===== src/cycle_timing_map.vh =====
/*
 Timing map of the execution sequencer: operation codes and the bus, start-up and shared timing constants.
 Assumes every bus cycle takes four clocks; included by the sequencer files.
*/
`ifndef CYCLE_TIMING_MAP_VH
`define CYCLE_TIMING_MAP_VH
// ====================================================================
// Operation codes
`define OP_BR_TAKEN      5'h00
`define OP_BR_BYTE_NT    5'h01
`define OP_BR_WORD_NT    5'h02
`define OP_BSR           5'h03
`define OP_LOOP_BRANCH   5'h04
`define OP_LOOP_CC_TRUE  5'h05
`define OP_LOOP_EXPIRED  5'h06
`define OP_JMP_AN        5'h07
`define OP_JSR_AN        5'h08
`define OP_LEA_AN        5'h09
`define OP_PEA_AN        5'h0a
`define OP_MRM_W_M2R     5'h0b
`define OP_MRM_L_M2R     5'h0c
`define OP_MRM_W_R2M     5'h0d
`define OP_MRM_L_R2M     5'h0e
`define OP_XARITH_REG_W  5'h0f
`define OP_XARITH_REG_L  5'h10
`define OP_XARITH_MEM_W  5'h11
`define OP_XARITH_MEM_L  5'h12
`define OP_BUS_ERROR     5'h13
`define OP_ADDR_ERROR    5'h14
`define OP_INTERRUPT     5'h15
`define OP_TRAP_GROUP    5'h16
`define OP_BOUNDS_TRAP   5'h17
`define OP_DIVZERO_TRAP  5'h18
`define OP_RESET_OUT     5'h19
`define OP_LOGIC_STATUS  5'h1a
`define OP_NOP           5'h1b
`define OP_PMOVE_W_R2M   5'h1c
`define OP_PMOVE_L_R2M   5'h1d
`define OP_PMOVE_W_M2R   5'h1e
`define OP_PMOVE_L_M2R   5'h1f
// ====================================================================
// Bus, start-up, register-term and multi-register move constants
`define BUS_CYCLE_CLKS   8'h04
`define REG_TERM_WORD    8'h04
`define REG_TERM_LONG    8'h08
`define MRM_M2R_BASE     8'h0c
`define MRM_R2M_BASE     8'h08
`define MRM_M2R_READS    8'h03
`define MRM_R2M_READS    8'h02
`define STARTUP_CLKS     8'h28
`define STARTUP_READS    8'h06
`endif


===== src/exec_sequencer.v =====
/*
 Execution sequencer timing: plays out an operation's clocks, reads and writes.
 Assumes op_code from logic on mclk; reset, halt and bus ready come from pins.
*/
// Notes on behaviour
// - Conditional branch: 10 taken, 8/12 not taken
// - Loop branch 10 clocks, true exit 12
// - Loop counter expired: 14 clocks, three reads
// - Jump 8, call 16, address load 4
// - Multi-register moves scale four or eight per register
// - Add address calculation where flagged
// - Extended arithmetic 4/8 register, 18/30 memory
// - Bus/address error 50 clocks, 4 reads 7 writes
// - Interrupt at most 44 clocks, 5/3
// - Start execution 40 clocks after reset release
// - Traps 34, bounds 40, divide zero 38
// - Reset-out 132, status logic 20, no-op 4
// - Peripheral moves 16 word, 24 long
// - Index register size never changes timing
// - Totals include fetch; remainder is idle
`timescale 1ns/10ps
`include "cycle_timing_map.vh"
module exec_sequencer (
    input wire mclk,
    input wire rst,
    input wire reset_pin_n,
    input wire halt_pin_n,
    input wire bus_ready_pin,
    input wire op_start,
    input wire [4:0] op_code,
    input wire [4:0] reg_count,
    input wire [7:0] ea_clks,
    input wire [3:0] ea_reads,
    input wire [3:0] ea_writes,
    output reg op_busy,
    output reg op_done,
    output reg exec_ready,
    output reg bus_read,
    output reg bus_write,
    output reg [7:0] clk_total
);
    localparam ST_STARTUP = 4'b0001;
    localparam ST_IDLE = 4'b0010;
    localparam ST_BUS = 4'b0100;
    localparam ST_INTERNAL = 4'b1000;
    reg [3:0] state;
    reg rstn_s1, rstn_s2, haltn_s1, haltn_s2, rdy_s1, rdy_s2;
    reg [7:0] elapsed, idle_left;
    reg [7:0] reads_left, writes_left;
    reg [7:0] next_total, next_reads, next_writes, next_idle;
    wire bc_done;
    wire [7:0] n8 = {3'b000, reg_count};
    wire bus_active = bus_read || bus_write;
    wire [1:0] pick_run;
    wire [1:0] pick_new;
    wire finish_now;
    // ====================================================================
    // Table of base figures: {clocks, reads, writes}
    function [23:0] base_figures;
        input [4:0] op;
        input [7:0] n;
        begin
            case (op)
                `OP_BR_TAKEN: base_figures = {8'h0a, 8'h02, 8'h00};
                `OP_BR_BYTE_NT: base_figures = {8'h08, 8'h01, 8'h00};
                `OP_BR_WORD_NT: base_figures = {8'h0c, 8'h02, 8'h00};
                `OP_BSR: base_figures = {8'h12, 8'h02, 8'h02};
                `OP_LOOP_BRANCH: base_figures = {8'h0a, 8'h02, 8'h00};
                `OP_LOOP_CC_TRUE: base_figures = {8'h0c, 8'h02, 8'h00};
                `OP_LOOP_EXPIRED: base_figures = {8'h0e, 8'h03, 8'h00};
                `OP_JMP_AN: base_figures = {8'h08, 8'h02, 8'h00};
                `OP_JSR_AN: base_figures = {8'h10, 8'h02, 8'h02};
                `OP_LEA_AN: base_figures = {8'h04, 8'h01, 8'h00};
                `OP_PEA_AN: base_figures = {8'h0c, 8'h01, 8'h02};
                `OP_MRM_W_M2R: base_figures = {`MRM_M2R_BASE + (n << 2),
                    `MRM_M2R_READS + n, 8'h00};
                `OP_MRM_L_M2R: base_figures = {`MRM_M2R_BASE + (n << 3),
                    `MRM_M2R_READS + (n << 1), 8'h00};
                `OP_MRM_W_R2M: base_figures = {`MRM_R2M_BASE + (n << 2),
                    `MRM_R2M_READS, n};
                `OP_MRM_L_R2M: base_figures = {`MRM_R2M_BASE + (n << 3),
                    `MRM_R2M_READS, n << 1};
                `OP_XARITH_REG_W: base_figures = {`REG_TERM_WORD, 8'h01, 8'h00};
                `OP_XARITH_REG_L: base_figures = {`REG_TERM_LONG, 8'h01, 8'h00};
                `OP_XARITH_MEM_W: base_figures = {8'h12, 8'h03, 8'h01};
                `OP_XARITH_MEM_L: base_figures = {8'h1e, 8'h05, 8'h02};
                `OP_BUS_ERROR: base_figures = {8'h32, 8'h04, 8'h07};
                `OP_ADDR_ERROR: base_figures = {8'h32, 8'h04, 8'h07};
                `OP_INTERRUPT: base_figures = {8'h2c, 8'h05, 8'h03};
                `OP_TRAP_GROUP: base_figures = {8'h22, 8'h04, 8'h03};
                `OP_BOUNDS_TRAP: base_figures = {8'h28, 8'h04, 8'h03};
                `OP_DIVZERO_TRAP: base_figures = {8'h26, 8'h04, 8'h03};
                `OP_RESET_OUT: base_figures = {8'h84, 8'h01, 8'h00};
                `OP_LOGIC_STATUS: base_figures = {8'h14, 8'h03, 8'h00};
                `OP_NOP: base_figures = {8'h04, 8'h01, 8'h00};
                `OP_PMOVE_W_R2M: base_figures = {8'h10, 8'h02, 8'h02};
                `OP_PMOVE_L_R2M: base_figures = {8'h18, 8'h02, 8'h04};
                `OP_PMOVE_W_M2R: base_figures = {8'h10, 8'h04, 8'h00};
                `OP_PMOVE_L_M2R: base_figures = {8'h18, 8'h06, 8'h00};
                default: base_figures = {8'h04, 8'h01, 8'h00};
            endcase
        end
    endfunction
    // ====================================================================
    // Operations whose figures take the address calculation on top
    function adds_ea;
        input [4:0] op;
        begin
            adds_ea = (op == `OP_BOUNDS_TRAP) || (op == `OP_DIVZERO_TRAP);
        end
    endfunction
    // ====================================================================
    // Next bus cycle as {read, write}; reads always go out before writes
    function [1:0] pick_cycle;
        input [7:0] reads;
        input [7:0] writes;
        begin
            if (reads != 8'h00) begin
                pick_cycle = 2'b10;
            end else if (writes != 8'h00) begin
                pick_cycle = 2'b01;
            end else begin
                pick_cycle = 2'b00;
            end
        end
    endfunction
    // ====================================================================
    // Cycle choice for a running sequence and for a fresh request
    assign pick_run = pick_cycle(reads_left, writes_left);
    assign pick_new = pick_cycle(next_reads, next_writes);
    // ====================================================================
    // Last clock of a sequence: idle time spent, or bus done with none due
    assign finish_now = (state == ST_INTERNAL) ? (idle_left == 8'h01) :
        ((state == ST_BUS || state == ST_STARTUP) && (bc_done || !bus_active)
        && (pick_run == 2'b00) && (idle_left == 8'h00));
    // ====================================================================
    // Pin synchronisers; first stage feeds only the second
    always @(posedge mclk) begin
        if (rst) begin
            rstn_s1 <= 1'b0;
            rstn_s2 <= 1'b0;
            haltn_s1 <= 1'b0;
            haltn_s2 <= 1'b0;
            rdy_s1 <= 1'b0;
            rdy_s2 <= 1'b0;
        end else begin
            rstn_s1 <= reset_pin_n;
            rstn_s2 <= rstn_s1;
            haltn_s1 <= halt_pin_n;
            haltn_s2 <= haltn_s1;
            rdy_s1 <= bus_ready_pin;
            rdy_s2 <= rdy_s1;
        end
    end
    // ====================================================================
    // Combined figures; index size is not an input, so cannot alter timing
    always @* begin
        {next_total, next_reads, next_writes} = base_figures(op_code, n8);
        if (adds_ea(op_code)) begin
            next_total = next_total + ea_clks;
            next_reads = next_reads + {4'h0, ea_reads};
            next_writes = next_writes + {4'h0, ea_writes};
        end
        // Whatever the bus cycles leave of the total is internal idle time
        next_idle = next_total - ((next_reads + next_writes) << 2);
    end
    // ====================================================================
    // Bus cycle timer; holding on ready stretches the total
    bus_cycle_counter u_bus (
        .mclk(mclk),
        .rst(rst),
        .start(bus_active),
        .bus_ready(rdy_s2),
        .busy(),
        .done(bc_done)
    );
    // ====================================================================
    // Sequencer: bus cycles back to back, then the idle clocks.
    // Idle time is fixed, so every wait state adds one clock to the total.
    always @(posedge mclk) begin
        if (rst || !rstn_s2 || !haltn_s2) begin
            state <= ST_STARTUP;
            reads_left <= `STARTUP_READS;
            writes_left <= 8'h00;
            idle_left <= `STARTUP_CLKS - (`STARTUP_READS << 2);
            elapsed <= 8'h00;
            op_busy <= 1'b0;
            op_done <= 1'b0;
            exec_ready <= 1'b0;
            bus_read <= 1'b0;
            bus_write <= 1'b0;
            clk_total <= 8'h00;
        end else begin
            op_done <= 1'b0;
            case (state)
                ST_STARTUP, ST_BUS: begin
                    elapsed <= elapsed + 8'h01;
                    // Next cycle starts on the edge that ends the last one
                    if (bc_done || !bus_active) begin
                        bus_read <= pick_run[1];
                        bus_write <= pick_run[0];
                        reads_left <= reads_left - {7'h00, pick_run[1]};
                        writes_left <= writes_left - {7'h00, pick_run[0]};
                        if (pick_run == 2'b00 && idle_left != 8'h00) begin
                            state <= ST_INTERNAL;
                        end
                    end
                end
                ST_INTERNAL: begin
                    // Remaining clocks are internal idle time
                    elapsed <= elapsed + 8'h01;
                    idle_left <= idle_left - 8'h01;
                end
                ST_IDLE: begin
                    // First bus cycle goes out on the edge that takes the request
                    if (op_start) begin
                        reads_left <= next_reads - {7'h00, pick_new[1]};
                        writes_left <= next_writes - {7'h00, pick_new[0]};
                        idle_left <= next_idle;
                        bus_read <= pick_new[1];
                        bus_write <= pick_new[0];
                        elapsed <= 8'h00;
                        op_busy <= 1'b1;
                        state <= ST_BUS;
                    end
                end
                default: state <= ST_IDLE;
            endcase
            // Completion overrides the state chosen above
            if (finish_now) begin
                if (op_busy) begin
                    clk_total <= elapsed + 8'h01;
                end
                op_done <= op_busy;
                op_busy <= 1'b0;
                exec_ready <= 1'b1;
                state <= ST_IDLE;
            end
        end
    end
endmodule // exec_sequencer


===== src/bus_cycle_counter.v =====
/*
 Counts clocks of one four-clock bus cycle, extended by wait states.
 Assumes bus_ready is already synchronised to mclk; start is held high
 for as long as a bus cycle is wanted, so cycles can run back to back.
*/
`timescale 1ns/10ps
`include "cycle_timing_map.vh"
module bus_cycle_counter (
    input wire mclk,
    input wire rst,
    input wire start,
    input wire bus_ready,
    output reg busy,
    output reg done
);
    reg [7:0] count;
    // ====================================================================
    // Ready only counts once the fourth clock is under way
    always @* begin
        busy = (count != 8'h00);
        done = start && (count + 8'h01 >= `BUS_CYCLE_CLKS) && bus_ready;
    end
    // ====================================================================
    // Clocks completed in this cycle; wait states keep it counting
    always @(posedge mclk) begin
        if (rst || !start || done) begin
            count <= 8'h00;
        end else if (count != 8'hfe) begin
            count <= count + 8'h01; // Saturates so a stuck bus never wraps
        end
    end
endmodule // bus_cycle_counter


===== config.mk =====
export PLATFORM = sky130hd
export DESIGN_NAME = exec_sequencer
export DESIGN_NICKNAME = d
export VERILOG_FILES = /design/src/exec_sequencer.v /design/src/bus_cycle_counter.v
export VERILOG_INCLUDE_DIRS = /design/src /design/src/src
export SDC_FILE = /design/constraint.sdc
export NUM_CORES = 1
export LEC_CHECK = 0
export BUFFER_PORTS_ARGS = -buffer_cell sky130_fd_sc_hd__buf_2
export CORE_UTILIZATION = 30
export CTS_BUF_LIST = sky130_fd_sc_hd__clkbuf_8 sky130_fd_sc_hd__clkbuf_16
export DETAILED_ROUTE_END_ITERATION = 12
export MAX_ROUTING_LAYER = met4
export PLACE_DENSITY = 0.46
export SLEW_MARGIN = 5
export SYNTH_ARGS = -nofsm -noshare
export SYNTH_HDL_FRONTEND = slang
export SYNTH_SLANG_ARGS = --single-unit

===== constraint.sdc =====
create_clock -name mclk -period 4.9 [get_ports mclk]
set_clock_uncertainty 0.1 [all_clocks]
set_input_delay 0.735 -clock mclk [delete_from_list [all_inputs] [get_ports mclk]]
set_output_delay 0.735 -clock mclk [all_outputs]
set_load 0.02 [all_outputs]

==> results.py <==
metrics = {
    "status": {
        "status": "finished with violations",
        "violations": "design-rule violations",
    },
    "timing": {
        "rsz0062_at_grt": "false",
        "max_freq_mhz": 215.1,
        "timing.final.crit_share_pct": 94.90,
        "finalHoldViolations": 0,
        "worst_pin_slew_ns": 0.7029,
        "relSlewSlack_pct": 51.80,
        "setup_violations": 0,
        "fin_crit_ns": 4.650,
        "slew_viol_final": 0,
    },
    "placement": {
        "portBuffers": 44,
        "post-dp-hpwl_um": 13040,
        "placed_area_um2": 6559,
        "place_congestion": 0.8712,
    },
    "yosys": {
        "syn_avg_cell_area_um2": 7.587,
        "ys_types": 82,
        "syn_inst": 735,
        "seq_area_frac_synth_pct": 22.62,
        "ys_seq_elements": 63,
        "async_flop_share_pct": 0,
        "yosysWarnings": 0,
        "synth_area_um2": 5577,
        "syn_nets": 813,
        "ys.flop_type": "dfxtp_1",
        "synth_edf_count": 0,
    },
    "drt": {
        "wl_per_cell_um": 15.76,
        "drt-total-wl_um": 16810,
        "route.detailed.drc": 8,
        "postRouteAntennaNets": 0,
        "dr.pass1.iters": 9,
        "vias_per_cell": 5.425,
        "vias": 5789,
        "drt_iter0_drc": 437,
    },
    "setup_path": {
        "cp_max_fo": 19,
        "slowest_delay_ns": 0.47,
        "crit_arrival_ns": 4.78,
        "end_kind": "flop",
        "critPathSlowestCell": "fa_1",
        "cp-start-kind": "input pin",
        "worstSetupPathType": "in2reg",
        "path_cells": "clkbuf_4 -> buf_4 -> mux2_2 -> o21ai_1 -> o32a_1 -> ha_2 -> inv_1 -> fa_1 -> nand2_1 -> o41a_1 -> buf_4 -> ha_1 -> a21o_1 -> a21oi_2 -> xnor2_1 -> ha_1 -> o21ai_1 -> o21bai_1 -> a21oi_1 -> xnor2_1 -> xnor3_1 -> o221a_2",
        "worstPathRequired_ns": 5.03,
    },
    "pwr": {
        "seqPwrFrac_pct": 31.4,
        "clockPowerShare_pct": 43.0,
        "p_sw_share_pct": 28.39,
        "combPwrFrac_pct": 25.7,
        "ir_drop_uv": 200.4,
        "p_leak_nw": 2.900,
        "cellPowerDensity_nw_per_um2": 237.5,
        "internal_power_w": 0.001177,
        "p_switching_w": 0.0004667,
    },
    "global_routing": {
        "grt_usage_pct": 18.23,
        "antenna_found_initial": 0,
        "gr-total-overflow": 0,
        "grt_max_degree": 41,
        "use_met1_pct": 23.29,
        "grt_pass1_vias": 5431,
        "grt_util_met3_pct": 2.459,
        "grt_pass1_wl_um": 27370,
        "met2_usage_pct": 29.47,
        "grt-busiest-layer": "met2",
    },
    "run": {
        "max-cap-violations": 0,
    },
    "cts": {
        "root_buffer": "clkbuf_16",
        "cts_buffers": 9,
        "htreeDepth": 3,
        "insertion_delay_ns": 0.34,
        "cts.sinks": 63,
        "post_cts_buffers": 0,
        "clockBufferDepth": 2,
        "clkTransAtPathRegs_ns": 0.06,
        "cts_tree": "yes",
    },
    "finish": {
        "finish.net_count": 911,
        "final_area_um2": 6923,
        "fin_util_pct": 38.28,
        "drive_gt1_share_pct": 21.48,
        "n_antenna_cell": 0,
        "mostFrequentLayoutCells": "buf_4 (85), nor2_1 (79), dfxtp_1 (63)",
        "final_common_cell": "buf_4",
        "syn2layout_area_growth_pct": 24.14,
    },
    "floorplanning": {
        "initial_utilization_pct": 30.83,
        "io_pins": 45,
        "dieArea_um2": 19140,
        "core-area_um2": 18090,
        "die_w_um": 138.3,
        "die_h_um": 138.3,
        "std_cell_rows": 49,
    },
    "hold_path": {
        "hp-class": "reg2reg",
    },
}
flip-flops by register name, summed over array words and instances, names as in the netlist:
name,cells
clk_total,8
op_done,1
elapsed,8
u_bus.count,8
op_busy,1
state,4
rstn_s1,1
bus_read,1
writes_left,8
haltn_s1,1
rdy_s2,1
reads_left,8
haltn_s2,1
rstn_s2,1
exec_ready,1
rdy_s1,1
bus_write,1
idle_left,8
synthesized netlist by cell type, types with 4 or more instances:
| library cell | n | area (µm²) |
|---|---|---|
| ha_1 | 41 | 513.0 |
| nand2b_1 | 10 | 62.56 |
| a21o_1 | 11 | 82.58 |
| a31oi_1 | 15 | 93.84 |
| fa_1 | 5 | 100.1 |
| a211o_1 | 4 | 35.03 |
| nand4_1 | 9 | 56.30 |
| clkbuf_1 | 23 | 86.33 |
| dfxtp_1 | 63 | 1261 |
| nor2_1 | 79 | 296.5 |
| or3_1 | 8 | 50.05 |
| and3_1 | 12 | 75.07 |
| xnor2_1 | 22 | 192.7 |
| nor4_1 | 5 | 31.28 |
| nand3_1 | 33 | 165.2 |
| o211ai_1 | 5 | 37.54 |
| buf_2 | 12 | 60.06 |
| nor3_1 | 20 | 100.1 |
| a31o_2 | 4 | 35.03 |
| xor2_1 | 16 | 140.1 |
| nand3b_1 | 4 | 30.03 |
| o22ai_1 | 7 | 43.79 |
| nand2_1 | 59 | 221.5 |
| nor2b_1 | 15 | 93.84 |
| and2_1 | 4 | 25.02 |
| a211oi_1 | 6 | 45.04 |
| o21ai_0 | 44 | 220.2 |
| mux2i_1 | 12 | 120.1 |
| inv_1 | 37 | 138.9 |
| a21oi_1 | 54 | 270.3 |
| o21a_1 | 6 | 45.04 |
| buf_4 | 4 | 30.03 |
| a22oi_1 | 9 | 67.56 |
logic make-up after synthesis:
group,share of synthesized area (%)
flip-flops,22.62
XOR/XNOR,6.372
AO/OA/AOI/OAI,25.20
buffers and inverters,6.013
multiplexers,2.760
AND/OR/NAND/NOR,26.05
adder cells (fa/ha/maj),10.99
layer usage:
layer | share of wire, % | wire length, µm | vias to the layer above
li1 | - | - | 2866
met1 | 48 | 8105 | 2763
met2 | 47 | 7877 | 135
met3 | 3.3 | 548 | 25
met4 | 1.7 | 282 | 0
met5 | 0 | 0 | -
final timing paths:
path,start,end,slack [ns],cells past startpoint
max,op_code[2],idle_left[7]$_SDFFE_PP0P_,0.25,22
min,rstn_s1$_SDFF_PP0_,rstn_s2$_SDFF_PP0_,0.34,1
max reg2reg,state[1]$_SDFFE_PP0P_,reads_left[5]$_SDFFE_PP0P_,1.91,8
min reg2reg,rstn_s1$_SDFF_PP0_,rstn_s2$_SDFF_PP0_,0.34,1
metrics by stage:
| stage | total power, W | instances | setup slack (ns) | setup TNS, ns | hold WS, ns |
|---|---|---|---|---|---|
| 2_1_floorplan | 0.0007895 | 735 | 0.006820 | 0 | 0.3138 |
| 3_3_place_gp | 0.0009352 | 1051 | -0.08859 | -0.08859 | 0.3452 |
| 3_5_place_dp | 0.0009415 | 1051 | -0.1788 | -0.1788 | 0.3382 |
| 4_1_cts | 0.001664 | 1067 | 0.1674 | 0 | 0.3511 |
| 5_1_grt | 0.001739 | 1067 | 0.007364 | 0 | 0.3640 |
| 6_report | 0.001644 | 1067 | 0.2501 | 0 | 0.3409 |
critical path, delay by kind of cell:
kind                     cells  cell delay [ns]
AO/OA/AOI/OAI                9             1.42
XOR/XNOR                     3             0.52
multiplexers                 1             0.25
AND/OR/NAND/NOR              1             0.05
adder cells (fa/ha/maj)      4             1.20
buffers and inverters        4             0.59
cell type report:
class	count	area [µm²]
clock buffer	10	239.0
inverter	37	138.9
clock inverter	6	92.59
fill	1882	11160
multi-input combinational	593	4036
timing repair buffer	129	868.3
tap	229	286.5
sequential	63	1261
power by group through the flow:
stage | Sequential (W) | Combinational [W] | Clock [W]
floorplan | 0.000527 | 0.000263 | 0
global placement | 0.000527 | 0.000408 | 0
detailed placement | 0.000527 | 0.000414 | 0
CTS | 0.000516 | 0.000417 | 0.000731
global route | 0.000516 | 0.000470 | 0.000753
finish | 0.000516 | 0.000422 | 0.000706
repair_timing:
item / CTS / global route
resized for setup: 0 / 10
setup endpoints to repair: 0 / 1
hold buffers: 0 / 0
hold endpoints to repair: 0 / 0
Power figures use the tool's default switching activity.
